**config.mk**
```make
export PLATFORM = sky130hd
export DESIGN_NAME = bix_exec
export DESIGN_NICKNAME = d
export VERILOG_FILES = /design/src/bix_pkg.sv /design/src/bix_exec.sv /design/src/bix_incr.sv
export SDC_FILE = /design/constraint.sdc
export NUM_CORES = 1
export LEC_CHECK = 0
export ABC_AREA = 1
export BUFFER_PORTS_ARGS = -buffer_cell sky130_fd_sc_hd__clkbuf_2
export CORE_MARGIN = 1
export CORE_UTILIZATION = 45
export DETAILED_ROUTE_END_ITERATION = 7
export PLACE_DENSITY = 0.8
export RECOVER_POWER = 100
export SLEW_MARGIN = 25
export SYNTH_ARGS = -nofsm -noshare
export SYNTH_HDL_FRONTEND = slang
export SYNTH_HIERARCHICAL = 1
export SYNTH_SLANG_ARGS = --single-unit
```
**constraint.sdc**
```tcl
create_clock -name sys_clk -period 1.85 [get_ports sys_clk]
set_clock_uncertainty 0.05 [all_clocks]
set_input_delay 0.0925 -clock sys_clk [delete_from_list [all_inputs] [get_ports sys_clk]]
set_output_delay 0.0925 -clock sys_clk [all_outputs]
set_load 0.02 [all_outputs]
```
**src/bix_pkg.sv**
```systemverilog
// Package for the branch and increment execution block.
// Assumes a 14-bit instruction word and an 8-bit data path.
package bix_pkg;
    localparam int INSN_W = 14;
    localparam int DATA_W = 8;
    localparam int PC_W = 13;
    localparam int LIT_W = 11;
    localparam int FADDR_W = 7;
    // Opcode patterns
    localparam logic [2:0] BRANCH_OPC = 3'h5;
    localparam int BRANCH_OPC_MSB = 13;
    localparam int BRANCH_OPC_LSB = 11;
    localparam logic [5:0] INC_OPC = 6'h0A;
    localparam int INC_OPC_MSB = 13;
    localparam int INC_OPC_LSB = 8;
    localparam int INC_DEST_BIT = 7;
    // Latch bits that feed the upper program counter
    localparam int LATCH_HI_MSB = 4;
    localparam int LATCH_HI_LSB = 3;
    localparam logic [PC_W-1:0] PC_RESET = 13'h0000;
    localparam logic [DATA_W-1:0] DATA_ONE = 8'h01;
    localparam logic [DATA_W-1:0] DATA_ZERO = 8'h00;
    localparam logic DEST_WREG = 1'b0;
    typedef enum logic [0:0] {BIX_EXEC, BIX_FLUSH} bix_state_t;
endpackage

```
**src/bix_exec.sv**
```systemverilog
// Executes the unconditional branch and file increment instructions.
// Assumes fetch presents one instruction per cycle with insn_valid, and the
// register file gives read data combinationally for file_raddr.
// Overview of operation
// - A branch loads its eleven-bit literal into program counter bits 10 to 0.
// - A branch fills program counter bits 12 and 11 from latch bits 4 and 3.
// - A branch takes two cycles, the second being a no-op flush cycle.
// - An increment reads the file register and adds one, wrapping to zero.
// - With the destination bit 0 the sum goes to the working register only.
// - With the destination bit 1 the sum goes back into the file register.
`timescale 1ns/1ps
`default_nettype none
module bix_exec #(
    parameter int DATA_W = bix_pkg::DATA_W
) (
    input wire logic sys_clk, // Core clock
    input wire logic arst_n, // Async reset, active low
    input wire logic insn_valid, // Instruction word valid
    input wire logic [bix_pkg::INSN_W-1:0] insn, // Instruction word
    input wire logic [7:0] program_counter_high_latch, // High latch register
    input wire logic [DATA_W-1:0] file_rdata, // File register read data
    output logic [bix_pkg::FADDR_W-1:0] file_raddr, // File register address
    output logic file_we, // File write strobe
    output logic [bix_pkg::FADDR_W-1:0] file_waddr, // File write address
    output logic [DATA_W-1:0] file_wdata, // File write data
    output logic wreg_we, // Working register write strobe
    output logic [DATA_W-1:0] wreg_wdata, // Working register data
    output logic zero_we, // Zero flag write strobe
    output logic zero_flag, // Zero flag value
    output logic pc_load, // Program counter load strobe
    output logic [bix_pkg::PC_W-1:0] pc_target, // New program counter
    output logic flush // Pipeline refill cycle
);
    bix_pkg::bix_state_t state_q, state_d;
    logic [bix_pkg::PC_W-1:0] pc_q, pc_d;
    logic pc_load_q, pc_load_d;
    logic inc_q, inc_d;
    logic dest_q, dest_d;
    logic [bix_pkg::FADDR_W-1:0] addr_q, addr_d;
    logic is_branch, is_inc, take;
    logic [DATA_W-1:0] sum;
    logic sum_zero;

    if (DATA_W != bix_pkg::DATA_W) begin : g_width_check
        $error("bix_exec: DATA_W must match package");
    end

    assign take = insn_valid && (state_q == bix_pkg::BIX_EXEC);
    assign is_branch = take &&
        (insn[bix_pkg::BRANCH_OPC_MSB:bix_pkg::BRANCH_OPC_LSB] == bix_pkg::BRANCH_OPC);
    assign is_inc = take &&
        (insn[bix_pkg::INC_OPC_MSB:bix_pkg::INC_OPC_LSB] == bix_pkg::INC_OPC);
    assign file_raddr = insn[bix_pkg::FADDR_W-1:0];

    bix_incr #(.WIDTH(DATA_W)) u_incr (
        .sys_clk(sys_clk),
        .arst_n(arst_n),
        .load(is_inc),
        .operand(file_rdata),
        .sum(sum),
        .zero(sum_zero)
    );

    always_comb begin
        state_d = state_q;
        pc_d = pc_q;
        pc_load_d = 1'b0;
        inc_d = is_inc;
        dest_d = dest_q;
        addr_d = addr_q;
        unique case (state_q)
            bix_pkg::BIX_EXEC: begin
                if (is_branch) begin
                    pc_d = {program_counter_high_latch[bix_pkg::LATCH_HI_MSB:
                            bix_pkg::LATCH_HI_LSB],
                            insn[bix_pkg::LIT_W-1:0]};
                    pc_load_d = 1'b1;
                    state_d = bix_pkg::BIX_FLUSH;
                end
                if (is_inc) begin
                    dest_d = insn[bix_pkg::INC_DEST_BIT];
                    addr_d = insn[bix_pkg::FADDR_W-1:0];
                end
            end
            bix_pkg::BIX_FLUSH: begin
                state_d = bix_pkg::BIX_EXEC;
            end
        endcase
    end

    always_ff @(posedge sys_clk or negedge arst_n) begin
        if (!arst_n) begin
            state_q <= bix_pkg::BIX_EXEC;
            pc_q <= bix_pkg::PC_RESET;
            pc_load_q <= 1'b0;
            inc_q <= 1'b0;
            dest_q <= bix_pkg::DEST_WREG;
            addr_q <= '0;
        end else begin
            state_q <= state_d;
            pc_q <= pc_d;
            pc_load_q <= pc_load_d;
            inc_q <= inc_d;
            dest_q <= dest_d;
            addr_q <= addr_d;
        end
    end

    assign pc_load = pc_load_q;
    assign pc_target = pc_q;
    assign flush = (state_q == bix_pkg::BIX_FLUSH);
    assign wreg_we = inc_q && (dest_q == bix_pkg::DEST_WREG);
    assign file_we = inc_q && (dest_q != bix_pkg::DEST_WREG);
    assign wreg_wdata = sum;
    assign file_wdata = sum;
    assign file_waddr = addr_q;
    assign zero_we = inc_q;
    assign zero_flag = sum_zero;

    property p_branch_pc;
        @(posedge sys_clk) disable iff (!arst_n)
        is_branch |=> pc_load && pc_target[bix_pkg::LIT_W-1:0] ==
            $past(insn[bix_pkg::LIT_W-1:0]);
    endproperty
    a_branch_pc: assert property (p_branch_pc) else $error("branch literal not loaded");

    property p_branch_hi;
        @(posedge sys_clk) disable iff (!arst_n)
        is_branch |=> pc_target[bix_pkg::PC_W-1:bix_pkg::LIT_W] ==
            $past(program_counter_high_latch[bix_pkg::LATCH_HI_MSB:bix_pkg::LATCH_HI_LSB]);
    endproperty
    a_branch_hi: assert property (p_branch_hi) else $error("upper pc bits wrong");

    property p_branch_two;
        @(posedge sys_clk) disable iff (!arst_n)
        is_branch |=> flush && !is_branch && !is_inc ##1 !flush;
    endproperty
    a_branch_two: assert property (p_branch_two) else $error("branch not two cycles");

    property p_inc_sum;
        @(posedge sys_clk) disable iff (!arst_n)
        is_inc |=> sum == DATA_W'($past(file_rdata) + DATA_W'(1));
    endproperty
    a_inc_sum: assert property (p_inc_sum) else $error("increment result wrong");

    property p_inc_w;
        @(posedge sys_clk) disable iff (!arst_n)
        is_inc && !insn[bix_pkg::INC_DEST_BIT] |=> wreg_we && !file_we;
    endproperty
    a_inc_w: assert property (p_inc_w) else $error("dest 0 not to working reg");

    property p_inc_f;
        @(posedge sys_clk) disable iff (!arst_n)
        is_inc && insn[bix_pkg::INC_DEST_BIT] |=> file_we && !wreg_we &&
            file_waddr == $past(insn[bix_pkg::FADDR_W-1:0]);
    endproperty
    a_inc_f: assert property (p_inc_f) else $error("dest 1 not to file");

    property p_zero;
        @(posedge sys_clk) disable iff (!arst_n)
        is_inc |=> zero_we && zero_flag == ($past(file_rdata) == {DATA_W{1'b1}});
    endproperty
    a_zero: assert property (p_zero) else $error("zero flag wrong");

    property p_branch_flags;
        @(posedge sys_clk) disable iff (!arst_n)
        is_branch |=> !zero_we ##1 !zero_we;
    endproperty
    a_branch_flags: assert property (p_branch_flags) else $error("branch touched flags");

    // Port-level checks, apart from sum in p_sum_hold and p_wrap, so that a slip in the output wiring shows up too
    property p_flush_drop;
        @(posedge sys_clk) disable iff (!arst_n)
        flush |=> !pc_load && !zero_we && !wreg_we && !file_we;
    endproperty
    a_flush_drop: assert property (p_flush_drop) else $error("refill cycle not a no-op");

    property p_load_once;
        @(posedge sys_clk) disable iff (!arst_n)
        pc_load |-> flush ##1 (!pc_load && !flush);
    endproperty
    a_load_once: assert property (p_load_once) else $error("pc load not one cycle");

    property p_pc_hold;
        @(posedge sys_clk) disable iff (!arst_n)
        !is_branch |=> !pc_load && $stable(pc_target);
    endproperty
    a_pc_hold: assert property (p_pc_hold) else $error("pc changed without branch");

    property p_quiet;
        @(posedge sys_clk) disable iff (!arst_n)
        !is_inc |=> !zero_we && !wreg_we && !file_we;
    endproperty
    a_quiet: assert property (p_quiet) else $error("strobe without increment");

    property p_inc_wdata;
        @(posedge sys_clk) disable iff (!arst_n)
        is_inc && !insn[bix_pkg::INC_DEST_BIT] |=>
            wreg_wdata == DATA_W'($past(file_rdata) + DATA_W'(1));
    endproperty
    a_inc_wdata: assert property (p_inc_wdata) else $error("working reg data wrong");

    property p_inc_fdata;
        @(posedge sys_clk) disable iff (!arst_n)
        is_inc && insn[bix_pkg::INC_DEST_BIT] |=>
            file_wdata == DATA_W'($past(file_rdata) + DATA_W'(1));
    endproperty
    a_inc_fdata: assert property (p_inc_fdata) else $error("file write data wrong");

    property p_sum_hold;
        @(posedge sys_clk) disable iff (!arst_n)
        !is_inc |=> $stable(sum) && $stable(zero_flag);
    endproperty
    a_sum_hold: assert property (p_sum_hold) else $error("sum changed without increment");

    property p_wrap;
        @(posedge sys_clk) disable iff (!arst_n)
        is_inc && file_rdata == {DATA_W{1'b1}} |=>
            sum == {DATA_W{1'b0}} && zero_flag;
    endproperty
    a_wrap: assert property (p_wrap) else $error("all-ones did not wrap to zero");
endmodule
`default_nettype wire

```
**src/bix_incr.sv**
```systemverilog
// Increment unit: registered sum and zero indication.
// Assumes operand is valid in the cycle load is high.
`timescale 1ns/1ps
`default_nettype none
module bix_incr #(
    parameter int WIDTH = 8
) (
    input wire logic sys_clk, // Core clock
    input wire logic arst_n, // Async reset
    input wire logic load, // Capture new sum
    input wire logic [WIDTH-1:0] operand, // Value read from file
    output logic [WIDTH-1:0] sum, // Registered sum
    output logic zero // Sum is zero
);
    logic [WIDTH-1:0] sum_q;
    logic [WIDTH-1:0] sum_d;
    logic zero_q;
    logic zero_d;

    if (WIDTH < 1) begin : g_width_check
        $error("bix_incr: WIDTH must be at least 1");
    end

    always_comb begin
        sum_d = sum_q;
        if (load) begin
            sum_d = operand + WIDTH'(1);
        end
        // Flag is registered alongside the sum so it stands with the data
        zero_d = (sum_d == '0);
    end

    always_ff @(posedge sys_clk or negedge arst_n) begin
        if (!arst_n) begin
            sum_q <= '0;
            zero_q <= 1'b1;
        end else begin
            sum_q <= sum_d;
            zero_q <= zero_d;
        end
    end

    assign sum = sum_q;
    assign zero = zero_q;
endmodule
`default_nettype wire

```
Word-level counts from Yosys, hierarchy flattened:

Index checks and enable logic that the tools add are counted.

* $add $sub $neg: 1
* equality and inequality tests: 2
* muxes and demuxes: 4
* bitwise gates (word level): 2
* reduce and logical (&&, ||, !) cells: 8

Operator list (number)
* $add 8x1->8 const B: 1
* $logic_not 8->1: 1
* $mux 8: 1
* $eq 6x4->1 const B: 1
* $logic_and 1x1->1: 5
* $reduce_and 2->1: 2
* $eq 3x3->1 const B: 1
* $mux 1: 2
* $not 1->1: 2
* $pmux 1 s2: 1

* register bits after elaboration: 33
* bits of input ports: 33
* output and inout port bits: 49
* logic and storage cells: 25

Logic depth before layout (Yosys ltp):

Gate-level depths: netlist (run 1).

* depth in word-level cells: 5
* mapped depth: 13
* gate-level depth less buffers: 13

Cells and area by module:

The synthesis (run 1) kept the hierarchy.

Modules (own cells, without submodules)
* bix_exec: instances 1, cells each 124, area an instance 1103.6 um^2, sequential area each 575.6 um^2
* bix_incr: instances 1, cells each 76, area an instance 559.3 um^2, sequential area each 226.5 um^2

Worst setup path before layout (run 1):

OpenSTA, ideal clock, no wires.

* path kind: reg2reg
* start point: register pc_load (netlist name)
* end point: register u_incr.zero_q, in the netlist u_incr/zero
* setup time: 0.067 ns
* arrival: 1.567 ns
* data required time: 1.733 ns
* slack: 0.166 ns
* stages on the path, launching flop included: 13
* path buffers: 1
* clock period less this slack: 1.684 ns
* cells stage by stage: dfrtp_1 inv_2 nand2_4 nor2_8 nand2_4 inv_1 buf_6 nand3_2 nand2_2 nand2_1 nor2_1 nand3_1 nor2_1

RTL lines
* end signal: assignment: line bix_incr.sv:39 `zero_q <= zero_d;`
* end: declaration: line bix_incr.sv:17 `logic zero_q;`

Final worst setup path (run 1):

* start point: input port insn[8] in the netlist's numbering
* end point: register u_incr.zero_q, in the netlist u_incr/zero

* longest elaborated chain between the ends: 4

RTL lines
* start: declaration: line bix_exec.sv:19 `input wire logic [bix_pkg::INSN_W-1:0] insn,`
* $eq 6x4->1: line bix_exec.sv:52 `(insn[bix_pkg::INC_OPC_MSB:bix_pkg::INC_OPC_LSB] == bix_pkg::INC_OPC);`
* $logic_and 1x1->1: line bix_exec.sv:51 `assign is_inc = take &&`
* net inc_d: line bix_exec.sv:37 `logic inc_q, inc_d;`
* $mux 8: line bix_incr.sv:26 `if (load) begin`
* net u_incr.sum_d[0]: line bix_incr.sv:16 `logic [WIDTH-1:0] sum_d;`
* $logic_not 8->1: line bix_incr.sv:30 `zero_d = (sum_d == '0);`
* net u_incr.zero_d: line bix_incr.sv:18 `logic zero_d;`

The timed path passes the listed nets, and every way through them passes these cells.
A chain may end at the register's enable or synchronous reset.

==> results, run 1 <==
- The CTS tree is built.
- Counting along the longest clock path gives a buffer depth of 2.
- STA classifies the critical path endpoint as a flip-flop.
- The vertical die dimension is 62.8 um.
- Once detail routing completed, the nets flagged for antenna violations numbered 0.
- The critical path start-end classification is in -> reg.
- For the pin with the worst max-slew slack, the measured transition is 0.780 ns.
- Routability-driven placement finished with a final weighted congestion of 0.781.
- The die span in x is 62.8 um.
- Once layout is done, the placed cells without fillers occupy 2110 um2.
- The static leakage is 0.00113 uW.
- The share of the Yosys chip area taken by registers is 0.482.
- In this run the clock root is driven by a clkbuf_8.
- The total clock buffers created by CTS is 5.
- The shortest clock period the worst path allows after layout is 1.64 ns.
- The max-slew violation count is 0.
- Leaving out fill and tap cells, the most frequent cells in the layout are nand2_1 (68), clkbuf_1 (50), dfrtp_1 (31).
- The multi-input combinational cells in the finished layout cover a total of 624 um2.
- Across the run, the number of max-cap violations was 0.
- The post-route core utilization is 0.613.
- Across every metal layer, demand over resource in global routing totals 0.206.
- Port buffering added 75 buffers.
- STA puts the critical path data required time at 2.02 ns.
- The power per cell area is 951 nW/um2.
- The number of violations reported at the end of detailed-routing iteration 0 is 45.
- Yosys attributes the largest share of cell area to dfrtp_1 (47%), nand2_1 (15%), buf_4 (7.2%).
- In the final layout, the share of cells above drive strength 1 is 0.215.
- The total number of nets in the final design is 312.
- The library cell with the largest summed area after synthesis is dfrtp_1.
- Across all register-to-register paths, the minimum setup slack is 0.24 ns.
- Using the TritonRoute via totals, the vias-per-cell ratio works out to 4.67.
- The worst hold slack across all endpoints is 0.0154 ns.
- The hold violation count in the final report is 0.
- The first global-routing pass estimated 6.39 mm of wire.
- The post-synthesis net count is 234.
- The nature of the critical path startpoint is an input pin.
- Setup repair after global routing left no endpoint under its margin.
- Synthesis handed over a netlist of 200 instances.
- The final sum of negative setup slack is 0 ns.
- The count of unique library cells instantiated by Yosys is 25.
- The detailed placer's ending HPWL is 2.64 mm.
- In this run the standard cell core region covers 3440 um2.
- For this run, design rule violations remaining after detail routing come to 0.
- The run finished with clean final reports.
- The peak clock frequency supported by timing is 611 MHz.
- The number of placement rows is 21.
- In the final layout, flip-flops and latches occupy 802 um2.
- The area overhead of the layout relative to synthesis is 26.9%.
- Entering global routing, the biggest net connects 33 pins.
- The via count of the first global-routing pass was 1449.
- Summed over all layers, the routed wires come to 3.80 mm.
- Of all nets on the critical path, the largest fanout is 11.
- The later pin in the worst-skew pair is clocked with a latency of 0.28 ns.
- The die covers 3940 um2.
- The repair_antennas step left the layout with diodes totalling 0.
- The layout has 349 filler cells.
- Of the available clock period, the critical path in the final layout requires 0.885.
- In this run the mean area of a mapped cell was 8.31 um2.
- The global route total overflow is 0.
- The total power is 2010 uW.
- Of the post-synthesis cell area, the dominant cell type holds 0.467.
- The number of antenna violations at the first check in global routing is 0.
- The leading cell type in the layout, fill and taps excluded is nand2_1.
- The worst hold path class is in -> reg.
- The number of iterations in the first detailed-routing pass is 4.
- After synthesis the netlist holds a flip-flop and latch count of 32.
- The number of clock sinks is 32.
- Clock-pin slew was measured on the worst setup and hold paths at 0.07 ns.
- For the worst setup path, the data arrival time is 1.80 ns.
- The peak supply drop is 0.516 mV.
- The cell area reported after detailed placement is 1970 um2.
- The routed wirelength normalized by instance count is 11.7 um.
- Summing every instance area after synthesis gives 1660 um2.
- The number of endpoints failing setup at the final stage is 0.
- CTS built an H-tree with a depth of 2.
- The number of vias in the routed layout is 1519.
- The initial utilization of the core area, before any placement, comes to 0.483.
- The total I/O pin count is 82.
- The worst slew margin relative to its limit is 0.480.
- The number of warning messages in the yosys log is 6.
==> where the power goes <==
part | internal (uW) | leakage (uW) | switching (uW)
sequential | 817 | 0.000413 | 65.4
combinational | 171 | 0.000667 | 402
clock | 297 | 0.0000510 | 254
total | 1290 | 0.00113 | 721
==> final timing paths <==
check                              start            end  cells after the start
max                              insn[8]    u_incr/zero                     15
min                              insn[0]   pc_target[0]                      3
max reg2reg                      pc_load   pc_target[2]                      6
min reg2reg                file_waddr[6]  file_waddr[6]                      2
max in group asynchronous         arst_n        pc_load                      2
min in group asynchronous         arst_n   pc_target[9]                      2
==> per-layer routing <==
metal,track usage,routed length (um),vias to the layer above,part of all wire
li1,-,-,762,-
met1,0.251,1670,682,0.44
met2,0.353,1820,69,0.48
met3,0.0566,257,6,0.068
met4,0.0640,46,0,0.012
met5,0,0,-,0
==> timing repair <==
action,in CTS,in global routing
setup endpoints to repair,0,1
endpoints found under the hold margin,41,0
gates resized for setup,0,2
hold buffers,11,0
buffers inserted,0,1
==> state kept, by name, summed over array words and instances (netlist names) <==
register	cells
dest_q	1
file_waddr	7
pc_load	1
pc_target	13
u_incr/sum	8
u_incr/zero	1
zero_we	1
==> synth_stat cells <==
| library cell | instances |
|---|---|
| buf_4 | 16 |
| buf_6 | 2 |
| clkbuf_2 | 2 |
| clkinv_1 | 1 |
| dfrtp_1 | 31 |
| dfstp_2 | 1 |
| ha_1 | 1 |
| inv_1 | 16 |
| inv_2 | 4 |
| nand2_1 | 68 |
| nand2_2 | 6 |
| nand2_4 | 2 |
| nand3_1 | 16 |
| nand3_2 | 2 |
| nand3b_1 | 2 |
| nor2_1 | 4 |
| nor2_2 | 3 |
| nor2_4 | 2 |
| nor2_8 | 1 |
| o21ai_0 | 3 |
| o21ai_1 | 11 |
| or2_0 | 1 |
| or2_1 | 3 |
| or2_2 | 1 |
| xor2_1 | 1 |
==> per-stage QoR <==
stage	cells	worst slack, ns
after floorplan	200	0.166
after global placement	305	0.238
after detailed placement	305	0.174
after CTS	324	0.0786
after global routing	325	0.0509
final	325	0.212
==> cells by family after synthesis <==
kind of cell	share of synthesized area
AOI/OAI and AO/OA	0.0421
DFF	0.482
buffers and inverters	0.139
adders and majority gates	0.00752
and+or+nand+nor	0.324
xor gates and xnor gates	0.00527
==> layout make-up <==
| type | instances | area share |
|---|---|---|
| well taps | 46 | 0.0273 |
| multi-input cells | 127 | 0.296 |
| inverters | 21 | 0.0373 |
| clock inverters | 2 | 0.00474 |
| clock buffers | 6 | 0.0391 |
| flip-flops and latches | 32 | 0.380 |
| repair buffers | 91 | 0.216 |
==> critical path, stage by stage <==
cell           delay (ns)
dlygate4sd3_1        0.53
clkbuf_2             0.12
clkinv_1             0.06
nand2_2              0.07
nor2_4               0.05
nand2_4              0.07
inv_2                0.06
buf_4                0.16
nand2_1              0.09
nand2_2              0.06
nor2_1               0.09
nand2_1              0.07
nor2_1               0.09
nand3_1              0.09
nor2_1               0.10
Note: power is estimated with default switching activity, not from simulation.
==> run 2: changes to the inputs <==
- CORE_MARGIN: 1 -> 2
==> run 2 against run 1 <==
Net effect: first-iteration DRC count is 36% higher; critical path depth is 9 lower; sequential share of layout area grew 0.88 points; via count is 0.79% lower; fmax fell by 1.9%; cell area decreased by 2.3%; sequential power about the same; non-clock buffer count shrank 3; critical path type is now reg -> reg; critical endpoint is now pc_target[12].
==> results, run 2 (synthesis results as in run 1) <==
- The run finished with clean final reports.
- The maximum number of buffers from clock root to sink is 2 (unchanged).
- The slack of the worst reg-to-reg path is 0.18 ns (-0.06 ns).
- The final sum of negative setup slack is 0 ns (unchanged).
- The transition time at the pin with the least slew margin is 0.788 ns (+0.00707 ns).
- The number of iterations in the first detailed-routing pass came to 4 (unchanged).
- STA classifies the critical path startpoint as a flip-flop.
- The overall die area came to 4200 um2 (+6.5%).
- The hold violation count in the final report is 0 (unchanged).
- The effective utilization at floorplan is 0.461 (-0.0220).
- The largest net degree at the start of global routing is 33 (unchanged).
- Leaving out fill and tap cells, the most frequent cells in the layout are nand2_1 (70), clkbuf_1 (52), dfrtp_1 (31).
- The required time of the critical path is 2.02 ns (about the same).
- The library cell used most frequently in the layout, excluding fill and tap cells, is nand2_1.
- The number of remaining DRC errors is 0 (unchanged).
- The largest driver fanout on the critical path was 14 (+3).
- The vias per cell is 4.67 (-0.18%).
- The antenna diode count is 0 (unchanged).
- The number of flip-flops under the largest register name is 13 (unchanged).
- The total I/O pin count is 82 (unchanged).
- The total clock buffers created by CTS is 5 (unchanged).
- The number of buffers inserted by port buffering came to 75 (unchanged).
- STA classifies the critical path endpoint as a flip-flop.
- Setup repair after global routing left no endpoint under its margin.
- The peak supply drop came to 0.420 mV (-19%).
- The number of vias in the routed layout was 1507 (-0.79%).
- The number of violations reported at the end of detailed-routing iteration 0 is 61 (+36%).
- The worst register-to-register path begins at pc_load.
- The first-pass GRT wire length is 6.09 mm (-4.8%).
- The clock input transition at the sequential cells of the worst setup and hold paths is 0.07 ns (about the same).
- For hold timing, the worst endpoint is pc_target[4].
- The cell count of the worst reg-to-reg path is 6 (unchanged).
- The total global routing track utilization is 0.189 (-0.0169).
- The number of endpoints failing setup at the final stage was 0 (unchanged).
- The worst slew margin relative to its limit came to 0.475 (-0.00471).
- The via count of the first global-routing pass is 1385 (-4.4%).
- The die span in x is 64.8 um (+3.2%).
- The post-route clock period utilization came to 0.902 (+0.0167).
- The number of antenna violations at the first check in global routing was 0 (unchanged).
- The detailed placer's ending HPWL is 2.68 mm (+1.4%).
- The total number of nets in the final design came to 309 (-0.96%).
- The global route total overflow was 0 (unchanged).
- The worst-skew pair later-pin latency was 0.28 ns (about the same).
- The routed wirelength normalized by instance count came to 11.3 um (-2.9%).
- TritonCTS built the clock tree.
- The post-route core utilization was 0.572 (-0.0411).
- The number of max-cap violations is 0 (unchanged).
- The cell sitting at the root of the clock tree is a clkbuf_8.
- The max-slew violation count came to 0 (unchanged).
- The H-tree depth is 2 (unchanged).
- The weighted congestion reported at the end of routability-driven placement is 0.704 (-9.9%).
- The area overhead of the layout relative to synthesis is 24.1%.
- The worst hold path begins at insn[4].
- The number of instances on the worst hold path is 3 (unchanged).
- The fraction of final layout cells sized beyond drive strength 1 came to 0.200 (-0.0151).
- The number of nets with antenna violations after detailed routing came to 0 (unchanged).
- The peak clock frequency supported by timing is 599 MHz (-1.9%).
- The critical path start-end classification is reg -> reg.
- The power per cell area came to 941 nW/um2 (-1.0%).
- In this run the worst hold path is classified as in -> reg.
- The core box area is 3610 um2 (+4.8%).
- The endpoint identified for the worst register-to-register timing path is pc_target[12].
- The total routed wirelength was 3.66 mm (-3.5%).
- The shortest clock period the worst path allows after layout came to 1.67 ns (+0.0310 ns).
- The vertical die dimension is 64.8 um (+3.2%).
- The endpoint arrival time on the critical path is 1.84 ns (+0.04 ns).
- The number of clock sinks is 32 (unchanged).
- The static leakage is 0.00110 uW (-2.5%).
- The number of placement rows came to 22 (+4.8%).
## run 2: changes by cell type in the layout (fill, tap and decap cells not counted), sizes merged
cell,previous run,this run
clkinv,3,2
dlygate4sd3,11,8
## run 2: area by class of cell
cell class | count | area, um2
clock buffers | 6 | 72.6
clock inverters | 1 | 5.00
fillers | 360 | 1540
inverters | 21 | 81.3
multi-input cells | 127 | 614
flip-flops and latches | 32 | 802
well taps | 48 | 60.1
repair buffers | 88 | 428
## run 2: what timing repair did
| action | 4_1_cts | 5_1_grt |
|---|---|---|
| endpoints found under the hold margin | 38 | 0 |
| gates resized for setup | 0 | 3 |
| hold buffers | 8 | 0 |
| setup endpoints to repair | 0 | 1 |
| buffers inserted | 0 | 1 |
## run 2: worst max-delay path by stage
stage | depth (start not counted) | startpoint | to
after floorplan | 12 | pc_load | u_incr/zero
after global placement | 12 | pc_load | u_incr/zero
after detailed placement | 12 | pc_load | u_incr/zero
after CTS | 14 | insn[8] | u_incr/zero
after global routing | 6 | pc_load | pc_target[12]
final | 6 | pc_load | pc_target[12]
## run 2: routing by layer
layer	share of wire	global-route usage	wire [um]
met1	0.42	0.230	1550
met2	0.48	0.316	1750
met3	0.083	0.0469	304
met4	0.017	0.0878	61
met5	0	0	0
## run 2: through the flow
step,cell area [um2],power (uW),setup slack [ns],std cells,hold slack (ns)
4_1_cts,2130,2010,0.0881,322,0.00475
3_5_place_dp,1980,1500,0.173,307,0.165
6_report,2060,1940,0.181,323,0.00535
2_1_floorplan,1660,1300,0.166,200,-0.253
3_3_place_gp,1980,1480,0.206,307,0.159
5_1_grt,2060,2060,0.0350,323,0.0228
## run 2: power by group
group          leakage [uW]  switching, uW  internal, uW
logic              0.000649            398           166
registers          0.000413           66.7           818
clock network     0.0000410            238           255
total               0.00110            702          1240
## run 2: critical path, stage by stage (launching register included)
cell and delay [ns]:
dfrtp_1 0.39, inv_1 0.06, nand2_1 0.12, clkbuf_2 0.27
nor2_2 0.50, nand2_1 0.13, nand2_1 0.09
==> run 3: changes to the inputs <==
- CORE_ASPECT_RATIO: default -> 0.8
- CORE_UTILIZATION: 45 -> 44
- PLACE_DENSITY: 0.8 -> 0.79
- SYNTH_HIERARCHICAL: 1 -> default
==> run 3 against run 2 <==
Net effect: sequential power down 1%; synthesized area down 6.6%; fmax grew 17%; synthesized cell count decreased by 9.5%; combinational power decreased by 13%; count of clock-buffer cells in the layout unchanged; first-iteration DRC count is 1.6% lower.
==> results, run 3 <==
- The total I/O pin count came to 82 (unchanged).
- The vertical die dimension came to 57.1 um (-12%).
- The number of endpoints failing setup at the final stage is 0 (unchanged).
- The mean instance size in the synthesized netlist was 8.58 um2 (+3.2%).
- The critical path depth in cells is 5 (-1).
- STA classifies the critical path startpoint as a flip-flop.
- The global route total overflow is 0 (unchanged).
- The leading cell type in the layout, fill and taps excluded is nand2_1.
- The overall die area was 4020 um2 (-4.2%).
- The post-synthesis share of cell area spent on xor and xnor gates is 0.00564 (+0.000373).
- The number of synthesized flops with an enable pin is 0 (unchanged).
- The instance count after placement with tap cells included was 280 (-8.8%).
- The area overhead of the layout relative to synthesis is 22.6%.
- The via count of the first global-routing pass is 1155 (-17%).
- The post-route core utilization was 0.560 (-0.0124).
- The antenna diode count was 0 (unchanged).
- The total global routing track utilization is 0.159 (-0.0303).
- The end of the critical path is file_waddr[3].
- The final sum of negative setup slack is 0 ns (unchanged).
- The most critical setup path has its startpoint at pc_load.
- The H-tree depth is 2 (unchanged).
- The number of violations reported at the end of detailed-routing iteration 0 is 60 (-1.6%).
- CTS placed an instance of clkbuf_8 at the clock tree root.
- The fraction of final layout cells sized beyond drive strength 1 is 0.201 (+0.000803).
- The number of flip-flops under the largest register name is 13 (unchanged).
- The max-slew violation count came to 0 (unchanged).
- Broken down by cell family, the worst path's largest delay share belongs to simple AND/OR/NAND/NOR gates.
- The proportion of synthesized area in mux cells came to 0 (unchanged).
- The largest net degree at the start of global routing is 33 (unchanged).
- The hold violation count in the final report is 0 (unchanged).
- The total power was 1890 uW (-2.5%).
- The number of nets with antenna violations after detailed routing is 0 (unchanged).
- The largest stage delay on the critical path is 0.42 ns (-0.08 ns).
- The cell count of the worst reg-to-reg path is 5 (-1).
- The setup fix buffers added after clock tree synthesis is 0 (unchanged).
- The total routed wirelength is 3.10 mm (-15%).
- The clock input transition at the sequential cells of the worst setup and hold paths is 0.06 ns (about the same).
- The power per cell area is 995 nW/um2 (+5.7%).
- In the layout the commonest cells are nand2_1 (58), clkbuf_1 (50), dfrtp_1 (31).
- The effective utilization at floorplan is 0.457 (-0.00438).
- The post-route clock period utilization is 0.773 (-0.129).
- The die span in x is 70.4 um (+8.7%).
- The weighted congestion reported at the end of routability-driven placement was 0.812 (+15%).
- The number of non-filler instances in the completed layout is 291 (-9.9%).
- The number of remaining DRC errors is 0 (unchanged).
- The netlist area before placement came to 1550 um2 (-6.6%).
- In this run the critical register-to-register path is captured at file_waddr[3].
- The buffers plus inverters on the worst setup path is 1 (-1).
- The post-CTS resize count came to 0 (unchanged).
- The instance count of the mapped netlist was 181 (-9.5%).
- The post-synthesis net count is 215 (-8.1%).
- The total number of nets in the final design came to 282 (-8.7%).
- The transition time at the pin with the least slew margin was 0.757 ns (-0.0303 ns).
- The worst setup path is captured at a flip-flop.
- The dominant combinational cell family by area after synthesis is simple AND/OR/NAND/NOR gates.
- The worst setup path is of the reg -> reg kind.
- The total clock buffers created by CTS was 5 (unchanged).
- The cell with the most instances after synthesis is nand2_1.
- Walking the worst path, the cells encountered are nor2_4, nand4_4, clkbuf_1, nand2_1, o21ai_0.
- The number of clock sinks is 32 (unchanged).
- The predominant post-synthesis flop cell is dfrtp_1.
- The sequential cell area fraction in the yosys report came to 0.517 (+0.0342).
- The number of max-cap violations is 0 (unchanged).
- The core box area came to 3400 um2 (-5.7%).
- The largest driver fanout on the critical path is 17 (+3).
- The proportion of register bits with asynchronous set or reset after synthesis is 1.00 (unchanged).
- By area the synthesized netlist is led by dfrtp_1 (50%), nand2_1 (14%), buf_4 (7.7%).
- The first-pass GRT wire length was 5.04 mm (-17%).
- Among all stages on the critical path, the largest delay is contributed by dfrtp_1.
- The endpoint arrival time on the critical path is 1.52 ns (-0.32 ns).
- The commonest cells after synthesis are nand2_1 (56), dfrtp_1 (31), inv_1 (19), o21ai_0 (18), buf_4 (16).
- The maximum number of buffers from clock root to sink was 2 (unchanged).
- The number of placement rows is 19 (-14%).
- The required time of the critical path is 1.94 ns (-0.08 ns).
- The area fraction in compound gates after synthesis came to 0.0629 (+0.0207).
- The worst-skew pair later-pin latency came to 0.26 ns (-0.02 ns).
- The worst slew margin relative to its limit is 0.495 (+0.0202).
- The run finished with clean final reports.
- The shortest clock period the worst path allows after layout is 1.43 ns (-0.238 ns).
- The count of unique library cells instantiated by Yosys came to 17 (-32%).
- The peak clock frequency supported by timing is 699 MHz (+17%).
- The routed wirelength normalized by instance count was 10.6 um (-6.1%).
- The number of warning messages in the yosys log is 0 (-6).
- In this run the critical register-to-register path is launched from pc_load.
- The min-delay analysis places its worst path in the category in -> reg.
- The adder-cell share of the synthesized area is 0.00806 (+0.000534).
- The vias per cell is 4.51 (-3.4%).
- The largest total area in the synthesized netlist belongs to dfrtp_1.
- Setup repair after global routing left no endpoint under its margin.
- The detailed placer's ending HPWL is 2.38 mm (-11%).
- The static leakage is 0.00100 uW (-9.0%).
- The simple-gate share of the synthesized area was 0.269 (-0.0544).
- The number of antenna violations at the first check in global routing is 0 (unchanged).
- The number of buffers inserted by port buffering came to 75 (unchanged).
- The post-synthesis register bit count is 32 (unchanged).
- The CTS tree is built.
- The number of vias in the routed layout was 1311 (-13%).
- The peak supply drop was 0.561 mV (+34%).
- The fraction of post-synthesis cell area in the top cell type by area is 0.500 (+0.0331).
- The slack of the worst reg-to-reg path is 0.42 ns (+0.24 ns).
- The number of iterations in the first detailed-routing pass is 4 (unchanged).
- The worst hold slack across all endpoints was 0.0158 ns (+0.0104 ns).
## run 3: changes by cell type in the layout (fill, tap and decap cells not counted), moves of 2 or more
cell	before	now
nand3_2	2	0
clkbuf_1	52	50
inv_2	3	0
nand2_1	70	58
inv_1	16	19
buf_4	2	0
nor2_4	1	3
o21ai_1	11	0
nand3_1	16	11
nor2_1	4	6
nand3b_1	2	0
dlygate4sd3_1	8	3
or2_1	3	0
o21ai_0	3	18
## run 3: how the worst min path moves through the flow
| stage | start | end | cells past startpoint |
|---|---|---|---|
| global placement | arst_n | pc_target[11] | 1 |
| floorplan | arst_n | dest_q | 0 |
| global route | insn[8] | pc_target[8] | 3 |
| detailed placement | arst_n | pc_target[11] | 1 |
| CTS | insn[8] | pc_target[8] | 3 |
| finish | insn[10] | pc_target[10] | 3 |
## run 3: final cells by class
class | count | area [um2]
tap | 42 | 52.6
timing repair buffer | 80 | 353
multi-input combinational | 110 | 532
sequential | 32 | 802
clock buffer | 6 | 82.6
clock inverter | 2 | 10.0
fill | 360 | 1500
inverter | 19 | 71.3
## run 3: what timing repair did
action | CTS | global route
endpoints found under the setup margin | 0 | 0
hold buffers | 3 | 0
hold endpoints to repair | 33 | 0
## run 3: kinds of logic after synthesis
logic type | after synthesis
AO/OA/AOI/OAI | 19
XOR/XNOR | 1
adder cells (fa/ha/maj) | 1
buffers and inverters | 39
flip-flops | 32
AND/OR/NAND/NOR | 89
## run 3: worst min-delay path, cell delays in order
cell and delay [ns]:
clkbuf_2 0.10, nand2_1 0.05, nand2_1 0.05
## run 3: report_power, final
group | leakage (uW) | switching (uW) | internal, uW
Sequential | 0.000416 | 63.3 | 813
Combinational | 0.000537 | 349 | 144
Clock | 0.0000510 | 228 | 296
Total | 0.00100 | 640 | 1250
## run 3: stage by stage
stage                     cell area [um2]  worst slack [ns]
final                                1900             0.420
after global routing                 1900             0.266
after CTS                            1980             0.394
after detailed placement             1850             0.432
after global placement               1850             0.452
after floorplan                      1550             0.519
## run 3: layer usage
metal,wire length [um],vias to the layer above,global-route usage
li1,-,679,-
met3,195,2,0.0459
met1,1480,591,0.216
met5,0,-,0
met2,1410,39,0.245
met4,12,0,0.0577
